==> src/uefr_pkg.sv <==
package uefr_pkg;

    // Register byte offsets on the APB bus
    localparam logic [7:0] UEFR_OFF_FLAGS    = 8'h00;
    localparam logic [7:0] UEFR_OFF_ROUTE    = 8'h04;
    localparam logic [7:0] UEFR_OFF_EVT_STAT = 8'h08;
    localparam logic [7:0] UEFR_OFF_EVT_MASK = 8'h0c;

    // Bit positions inside the flag register
    localparam int UEFR_BIT_ENDPOINT_THREE_OUT_ERR   = 7;
    localparam int UEFR_BIT_ENDPOINT_THREE_OUT_OK    = 6;
    localparam int UEFR_BIT_ENDPOINT_THREE_IN_LOST  = 5;
    localparam int UEFR_BIT_ENDPOINT_THREE_IN_TREQ  = 4;
    localparam int UEFR_BIT_RSVD       = 3;
    localparam int UEFR_BIT_ENDPOINT_TWO_OUT_READY = 2;
    localparam int UEFR_BIT_ENDPOINT_TWO_IN_TREQ  = 1;
    localparam int UEFR_BIT_ENDPOINT_TWO_IN_EMPTY = 0;

    // Field masks of the flag register
    localparam logic [7:0] UEFR_W0C_MASK   = 8'h32;
    localparam logic [7:0] UEFR_IRQ_CAPABLE = 8'h37;
    localparam logic [7:0] UEFR_FLAGS_RESET = 8'h01;

    // Reset values of the software registers
    localparam logic [7:0] UEFR_ROUTE_RESET = 8'h00;
    localparam logic [7:0] UEFR_MASK_RESET  = 8'h00;
    localparam logic [7:0] UEFR_EVT_RESET   = 8'h00;

    // SOF packets after an endpoint 3 in write before the data counts as lost
    localparam logic [1:0] UEFR_SOF_LOST_COUNT = 2'h2;

    // States of the endpoint 3 in lost-data tracker
    typedef enum logic [1:0] {
        UEFR_LOST_IDLE  = 2'b01,
        UEFR_LOST_ARMED = 2'b10
    } uefr_lost_state_t;

endpackage

==> src/uefr_flag_reg.sv <==
`timescale 1ns/100ps
`default_nettype none

module uefr_flag_reg
    import uefr_pkg::*;
#(
    parameter int ADDR_W = 8
)
(
    input  wire logic              mclk,
    input  wire logic              srst,
    // APB slave
    input  wire logic              psel,
    input  wire logic              penable,
    input  wire logic              pwrite,
    input  wire logic [ADDR_W-1:0] paddr,
    input  wire logic [31:0]       pwdata,
    input  wire logic [3:0]        pstrb,
    output logic [31:0]            prdata,
    output logic                   pready,
    output logic                   pslverr,
    // Packet engine events and FIFO status, same clock
    input  wire logic              sof_rx,
    input  wire logic              ep3_out_xfer_done,
    input  wire logic              ep3_out_xfer_bad,
    input  wire logic              ep3_in_fifo_write,
    input  wire logic              ep3_in_token,
    input  wire logic              ep3_in_has_data,
    input  wire logic              ep2_in_token,
    input  wire logic [1:0]        ep2_in_fifo_empty,
    input  wire logic [1:0]        ep2_out_fifo_valid,
    // Interrupt requests
    output logic                   usb_irq_out_a_n,
    output logic                   usb_irq_out_b_n,
    output logic                   evt_irq
);

    // Register state
    logic [7:0]  ep2_flags_reg;
    logic [7:0]  ep2_flags_next;
    logic        ep3_in_treq_reg;
    logic        ep3_in_treq_next;
    logic        ep3_in_lost_reg;
    logic        ep3_in_lost_next;
    logic [7:0]  route_reg;
    logic [7:0]  evt_stat_reg;
    logic [7:0]  evt_stat_next;
    logic [7:0]  evt_mask_reg;
    logic [31:0] prdata_reg;
    logic        irq_a_n_reg;
    logic        irq_b_n_reg;
    logic        evt_irq_reg;
    logic        ep2_out_ready_d_reg;
    logic        ep2_in_empty_d_reg;

    // Outputs of the helper blocks
    wire         ep3_out_err;
    wire         ep3_out_ok;
    wire         ep3_out_publish;
    wire         ep3_in_lost_pulse;

    // Address match for one register word
    function automatic logic uefr_hit(input logic [ADDR_W-1:0] addr,
                                      input logic [7:0]        off);
        uefr_hit = (addr == ADDR_W'(off));
    endfunction

    // Bus decode
    wire acc_setup  = psel & ~penable;
    wire acc_commit = psel & penable;
    wire hit_flags  = uefr_hit(paddr, UEFR_OFF_FLAGS);
    wire hit_route  = uefr_hit(paddr, UEFR_OFF_ROUTE);
    wire hit_stat   = uefr_hit(paddr, UEFR_OFF_EVT_STAT);
    wire hit_mask   = uefr_hit(paddr, UEFR_OFF_EVT_MASK);
    wire hit_any    = hit_flags | hit_route | hit_stat | hit_mask;
    wire lane0_on   = pwrite & pstrb[0];
    wire wr_flags   = acc_commit & hit_flags & lane0_on;
    wire wr_route   = acc_commit & hit_route & lane0_on;
    wire wr_stat    = acc_commit & hit_stat & lane0_on;
    wire wr_mask    = acc_commit & hit_mask & lane0_on;

    // Software clear requests; only written zeros on clearable bits count
    wire [7:0] sw_clear = wr_flags ? (~pwdata[7:0] & UEFR_W0C_MASK) : 8'h00;

    // Hardware set events
    wire set_ep2_treq = ep2_in_token & (|ep2_in_fifo_empty);
    wire set_ep3_treq = ep3_in_token & ~ep3_in_has_data;
    wire ep2_out_ready = |ep2_out_fifo_valid;
    wire ep2_in_empty  = |ep2_in_fifo_empty;

    // Result of endpoint 3 out transfers, published at the following SOF
    uefr_ep3_out_result u_ep3_out (
        .mclk      (mclk),
        .srst      (srst),
        .xfer_done (ep3_out_xfer_done),
        .xfer_bad  (ep3_out_xfer_bad),
        .sof       (sof_rx),
        .rx_error  (ep3_out_err),
        .rx_ok     (ep3_out_ok),
        .publish   (ep3_out_publish)
    );

    // Watches written endpoint 3 in data that no IN token collects
    uefr_ep3_in_lost u_ep3_in (
        .mclk       (mclk),
        .srst       (srst),
        .fifo_write (ep3_in_fifo_write),
        .in_token   (ep3_in_token),
        .sof        (sof_rx),
        .lost       (ep3_in_lost_pulse)
    );

    // Sticky flags: set wins over the clear so an event in the clear cycle survives
    assign ep3_in_treq_next = set_ep3_treq
                            | (ep3_in_treq_reg & ~sw_clear[UEFR_BIT_ENDPOINT_THREE_IN_TREQ]);
    assign ep3_in_lost_next = ep3_in_lost_pulse
                            | (ep3_in_lost_reg & ~sw_clear[UEFR_BIT_ENDPOINT_THREE_IN_LOST]);

    // Endpoint 2 bits: bit 1 sticky, bits 2 and 0 track the FIFO status levels
    always_comb begin
        ep2_flags_next = 8'h00;
        ep2_flags_next[UEFR_BIT_ENDPOINT_TWO_IN_TREQ] = set_ep2_treq
            | (ep2_flags_reg[UEFR_BIT_ENDPOINT_TWO_IN_TREQ] & ~sw_clear[UEFR_BIT_ENDPOINT_TWO_IN_TREQ]);
        ep2_flags_next[UEFR_BIT_ENDPOINT_TWO_OUT_READY] = ep2_out_ready;
        ep2_flags_next[UEFR_BIT_ENDPOINT_TWO_IN_EMPTY] = ep2_in_empty;
    end

    // Assembled flag register view; the reserved bit is tied low
    wire [7:0] flags_view = {
        ep3_out_err,
        ep3_out_ok,
        ep3_in_lost_reg,
        ep3_in_treq_reg,
        1'b0,
        ep2_flags_reg[UEFR_BIT_ENDPOINT_TWO_OUT_READY],
        ep2_flags_reg[UEFR_BIT_ENDPOINT_TWO_IN_TREQ],
        ep2_flags_reg[UEFR_BIT_ENDPOINT_TWO_IN_EMPTY]
    };

    // Event sources for the maskable event register, same layout as the flags
    wire [7:0] evt_src = {
        ep3_out_publish & ep3_out_err,
        ep3_out_publish & ep3_out_ok,
        ep3_in_lost_pulse,
        set_ep3_treq,
        1'b0,
        ep2_out_ready & ~ep2_out_ready_d_reg,
        set_ep2_treq,
        ep2_in_empty & ~ep2_in_empty_d_reg
    };

    // Event status clears by writing one; a new event in that cycle still lands
    wire [7:0] evt_w1c = wr_stat ? pwdata[7:0] : 8'h00;
    assign evt_stat_next = evt_src | (evt_stat_reg & ~evt_w1c);

    // Per-bit routing of capable flags to the two request lines
    wire [7:0] req_to_a;
    wire [7:0] req_to_b;
    genvar gi;
    generate
        for (gi = 0; gi < 8; gi++) begin : g_route
            wire capable = UEFR_IRQ_CAPABLE[gi];
            assign req_to_a[gi] = flags_view[gi] & capable & ~route_reg[gi];
            assign req_to_b[gi] = flags_view[gi] & capable & route_reg[gi];
        end
    endgenerate

    // Read mux, sampled in the setup phase so prdata is a flop in the access phase
    wire [7:0] rd_byte = hit_flags ? flags_view
                       : hit_route ? route_reg
                       : hit_stat  ? evt_stat_reg
                       : hit_mask  ? evt_mask_reg
                       : 8'h00;

    // Flag storage
    always_ff @(posedge mclk) begin
        if (srst) begin
            ep2_flags_reg   <= UEFR_FLAGS_RESET;
            ep3_in_treq_reg <= 1'b0;
            ep3_in_lost_reg <= 1'b0;
        end else begin
            ep2_flags_reg   <= ep2_flags_next;
            ep3_in_treq_reg <= ep3_in_treq_next;
            ep3_in_lost_reg <= ep3_in_lost_next;
        end
    end

    // Software control registers
    always_ff @(posedge mclk) begin
        if (srst) begin
            route_reg    <= UEFR_ROUTE_RESET;
            evt_mask_reg <= UEFR_MASK_RESET;
        end else begin
            if (wr_route) begin
                route_reg <= pwdata[7:0];
            end
            if (wr_mask) begin
                evt_mask_reg <= pwdata[7:0];
            end
        end
    end

    // Event status and edge history for the level sources
    always_ff @(posedge mclk) begin
        if (srst) begin
            evt_stat_reg        <= UEFR_EVT_RESET;
            ep2_out_ready_d_reg <= 1'b0;
            ep2_in_empty_d_reg  <= 1'b1;
        end else begin
            evt_stat_reg        <= evt_stat_next;
            ep2_out_ready_d_reg <= ep2_out_ready;
            ep2_in_empty_d_reg  <= ep2_in_empty;
        end
    end

    // Read data register
    always_ff @(posedge mclk) begin
        if (srst) begin
            prdata_reg <= 32'h0000_0000;
        end else if (acc_setup) begin
            prdata_reg <= {24'h00_0000, rd_byte};
        end
    end

    // Interrupt outputs, registered to keep them glitch free
    always_ff @(posedge mclk) begin
        if (srst) begin
            irq_a_n_reg <= 1'b1;
            irq_b_n_reg <= 1'b1;
            evt_irq_reg <= 1'b0;
        end else begin
            irq_a_n_reg <= ~(|req_to_a);
            irq_b_n_reg <= ~(|req_to_b);
            evt_irq_reg <= |(evt_stat_next & evt_mask_reg);
        end
    end

    // Zero wait states; unmapped words answer with an error
    assign pready          = 1'b1;
    assign pslverr         = acc_commit & ~hit_any;
    assign prdata          = prdata_reg;
    assign usb_irq_out_a_n = irq_a_n_reg;
    assign usb_irq_out_b_n = irq_b_n_reg;
    assign evt_irq         = evt_irq_reg;

endmodule

`default_nettype wire

==> src/uefr_ep3_out_result.sv <==
`timescale 1ns/100ps
`default_nettype none

module uefr_ep3_out_result
    import uefr_pkg::*;
(
    input  wire logic mclk,
    input  wire logic srst,
    input  wire logic xfer_done,
    input  wire logic xfer_bad,
    input  wire logic sof,
    output logic      rx_error,
    output logic      rx_ok,
    output logic      publish
);

    logic pending_reg;
    logic pending_bad_reg;
    logic rx_error_reg;
    logic rx_ok_reg;
    logic publish_reg;

    // A result waits here until the next SOF; a transfer ending on the SOF cycle waits for the next
    wire pub_now = sof & pending_reg;

    always_ff @(posedge mclk) begin
        if (srst) begin
            pending_reg     <= 1'b0;
            pending_bad_reg <= 1'b0;
            rx_error_reg    <= 1'b0;
            rx_ok_reg       <= 1'b0;
            publish_reg     <= 1'b0;
        end else begin
            pending_reg <= xfer_done | (pending_reg & ~sof);
            if (xfer_done) begin
                pending_bad_reg <= xfer_bad;
            end
            if (pub_now) begin
                rx_error_reg <= pending_bad_reg;
                rx_ok_reg    <= ~pending_bad_reg;
            end
            publish_reg <= pub_now;
        end
    end

    assign rx_error = rx_error_reg;
    assign rx_ok    = rx_ok_reg;
    assign publish  = publish_reg;

endmodule

`default_nettype wire

==> src/uefr_ep3_in_lost.sv <==
`timescale 1ns/100ps
`default_nettype none

module uefr_ep3_in_lost
    import uefr_pkg::*;
(
    input  wire logic mclk,
    input  wire logic srst,
    input  wire logic fifo_write,
    input  wire logic in_token,
    input  wire logic sof,
    output logic      lost
);

    uefr_lost_state_t state_reg;
    uefr_lost_state_t state_next;
    logic [1:0]       sof_cnt_reg;
    logic [1:0]       sof_cnt_next;
    logic             lost_next;
    logic             lost_reg;

    // Count SOFs after a write; an IN token takes the data and disarms
    always_comb begin
        state_next   = state_reg;
        sof_cnt_next = sof_cnt_reg;
        lost_next    = 1'b0;
        unique case (state_reg)
            UEFR_LOST_IDLE: begin
                if (fifo_write) begin
                    state_next   = UEFR_LOST_ARMED;
                    sof_cnt_next = 2'h0;
                end
            end
            UEFR_LOST_ARMED: begin
                if (in_token) begin
                    state_next = UEFR_LOST_IDLE;
                end else if (sof) begin
                    sof_cnt_next = sof_cnt_reg + 2'h1;
                    if (sof_cnt_next == UEFR_SOF_LOST_COUNT) begin
                        lost_next  = 1'b1;
                        state_next = UEFR_LOST_IDLE;
                    end
                end
            end
            default: begin
                state_next = UEFR_LOST_IDLE;
            end
        endcase
    end

    always_ff @(posedge mclk) begin
        if (srst) begin
            state_reg   <= UEFR_LOST_IDLE;
            sof_cnt_reg <= 2'h0;
            lost_reg    <= 1'b0;
        end else begin
            state_reg   <= state_next;
            sof_cnt_reg <= sof_cnt_next;
            lost_reg    <= lost_next;
        end
    end

    assign lost = lost_reg;

endmodule

`default_nettype wire

==> config.mk <==
export PLATFORM = sky130hd
export DESIGN_NAME = uefr_flag_reg
export DESIGN_NICKNAME = d
export VERILOG_FILES = /design/src/uefr_pkg.sv /design/src/uefr_flag_reg.sv /design/src/uefr_ep3_out_result.sv /design/src/uefr_ep3_in_lost.sv
export SDC_FILE = /design/constraint.sdc
export NUM_CORES = 1
export LEC_CHECK = 0
export BUFFER_PORTS_ARGS = -buffer_cell sky130_fd_sc_hd__buf_2
export CORE_MARGIN = 4
export CORE_UTILIZATION = 48
export DETAILED_ROUTE_END_ITERATION = 10
export HOLD_SLACK_MARGIN = 0.1
export PLACE_DENSITY = 0.76
export RECOVER_POWER = 50
export SYNTH_ARGS = -nofsm -noshare
export SYNTH_HDL_FRONTEND = slang
export SYNTH_SLANG_ARGS = --single-unit
==> constraint.sdc <==
create_clock -name mclk -period 2.5 [get_ports mclk]
set_input_delay 0.25 -clock mclk [delete_from_list [all_inputs] [get_ports mclk]]
set_output_delay 0.25 -clock mclk [all_outputs]
set_load 0.005 [all_outputs]
==> metrics.yaml <==
synth-edff-count: 0
r2r_slack_ns: 1.06
dpl_cell_area_sq_um: 2620
worstSetupPathType: "primary input to flip-flop"
die_h_um: 79.2
route.met3.wl_um: 448
hold_viol: 0
cts_tree: "built"
fmax_mhz: 527
p_per_area_nw_per_um2: 513
hpwl_mm: 3.81
antenna_cells: 0
r2r_cells: 5
gp_congestion: 0.856
num_rows: 25
status: "complete, but fails checks"
core_sq_um: 4820
endpoint_kind: "flip-flop"
critPathLaunchType: "primary input"
dr.pass1.iters: 5
maxSlewViolCount: 50
max_slew_margin: -0.394
critPathArrivalTime_ns: 2.12
final_common_cell: "dfxtp_1"
crit_fanout: 8
timing.hold.ws_ns: 0.162
ir_drop_v: 0.000407
final_area_sq_um: 2690
route.detailed.drc: 0
ys_warn_count: 0
grtUsageTotal: 0.170
postCtsHoldBufs: 0
fillers: 470
top_layer: "met4"
power_leakage_nw: 1.15
overflow: 0
syn_avg_cell_area_sq_um: 8.51
ys_seq_area_frac: 0.411
cp.required_ns: 2.72
grt_pass1_vias: 1919
min_from: "ep2_out_fifo_valid[1]"
cts_resized: 0
period_minus_slack_ns: 1.90
synthArstFlopShare: 0
cts_root_buf: "clkbuf_8"
syn_inst: 286
worst_pin_slew_ns: 2.09
min_to: "ep2_flags_reg[2]$_SDFF_PP0_"
h-tree-depth: 2
io_buffers: 44
wl_per_cell_um: 12.9
cts_buffer_depth: 2
grt_pass1_wl_mm: 8.68
netlist_area_sq_um: 2430
r2r-end: "evt_irq$_SDFF_PP0_"
grt_max_degree: 50
max_cap_viol_count: 1
vias: 2021
io_pins: 97
ys_types: 44
nets: 388
die-area_sq_um: 6280
synthFlopType: "dfxtp_1"
setup_viol: 0
violations: "max-capacitance violations, max-slew violations"
cts_buffers: 5
finClkSkew_ns: 0.00457
routed_wirelength_mm: 5.07
start_util: 0.505
synthToLayoutAreaGrowth_pct: 10.5
final_cell_mix: "dfxtp_1, nor2_1, buf_2"
clkLatencyLatePin_ns: 0.30
drive_gt1_frac: 0.183
cts.sinks: 50
cts_setup_buffers: 0
drt_iter0_drc: 114
fin_crit_sh: 0.760
fin_tns_setup_ns: 0
die_w_um: 79.2
hold_depth: 3
antenna_found_initial: 0
path_clk_slew_ns: 0.09
wl_met1_mm: 2.32
synth_seq_cells: 50
dr_wl_met2_mm: 2.24
viasPerCell: 5.13
final_antenna_net_count: 0
hold_path.class: "primary input to flip-flop"
reg2reg_from: "ep2_flags_reg[0]$_SDFF_PP1_"
rsz0062_at_grt: "no"
==> cells in the mapped netlist (all sizes together), types with 6 or more instances <==
| cell | instances | area share |
|---|---|---|
| nor2 | 40 | 0.062 |
| buf | 28 | 0.083 |
| nand2 | 26 | 0.040 |
| nand3 | 7 | 0.014 |
| inv | 8 | 0.012 |
| mux2i | 17 | 0.070 |
| a21oi | 27 | 0.055 |
| clkbuf | 9 | 0.014 |
| a221oi | 7 | 0.025 |
| o21ai | 6 | 0.012 |
| a31oi | 6 | 0.015 |
| dfxtp | 50 | 0.41 |
| nand2b | 12 | 0.031 |
| a2111oi | 7 | 0.031 |
==> routing by layer <==
metal  global-route usage  vias up
met2                0.273       76
li1                     -     1032
met3               0.0420        7
met5                    0        -
met4               0.0430        0
met1                0.230      906
==> worst max path at each step <==
stage / startpoint / end / slack (ns)
finish: paddr[5] / prdata[5]$_SDFFE_PP0P_ / 0.60
global route: srst / evt_irq$_SDFF_PP0_ / 0.49
CTS: paddr[5] / prdata[5]$_SDFFE_PP0P_ / 0.66
detailed placement: paddr[5] / prdata[5]$_SDFFE_PP0P_ / 0.34
global placement: paddr[5] / prdata[4]$_SDFFE_PP0P_ / 0.35
floorplan: paddr[5] / ep2_flags_reg[1]$_SDFF_PP0_ / 0.58
==> layout make-up <==
cell class	instances	area, sq um	share of cell area
inverters	8	30.0	0.0112
clock inverters	2	10.0	0.00372
well taps	67	83.8	0.0311
repair buffers	48	243	0.0902
flip-flops and latches	50	1000	0.372
multi-input cells	214	1250	0.466
clock buffers	5	68.8	0.0256
==> report_power, final <==
group / internal (mW) / switching (mW) / total, mW
Combinational: 0.0449 / 0.0760 / 0.121
Clock: 0.188 / 0.247 / 0.435
Sequential: 0.812 / 0.0124 / 0.824
==> kinds of logic after synthesis <==
kind of cell / synth area share
other: 0.00308
and+or+nand+nor: 0.219
muxes: 0.0745
DFF: 0.411
AOI/OAI and AO/OA: 0.178
buffers and inverters: 0.109
adders and majority gates: 0.00514
==> stage by stage <==
stage          power, mW   util  std cells  worst slack (ns)
6_report            1.38  0.559        394             0.601
5_1_grt             1.46  0.559        394             0.490
4_1_cts             1.40  0.560        394             0.657
3_5_place_dp       0.962  0.544        387             0.337
3_3_place_gp       0.959  0.544        387             0.346
2_1_floorplan      0.938      -        309             0.578
==> critical path: stages <==
cell	delay (ns)
buf_2	0.09
or4_4	0.57
or3_1	0.52
a2111oi_1	0.48
a221oi_1	0.10
nor2_1	0.11
Power figures use the tool's default switching activity.
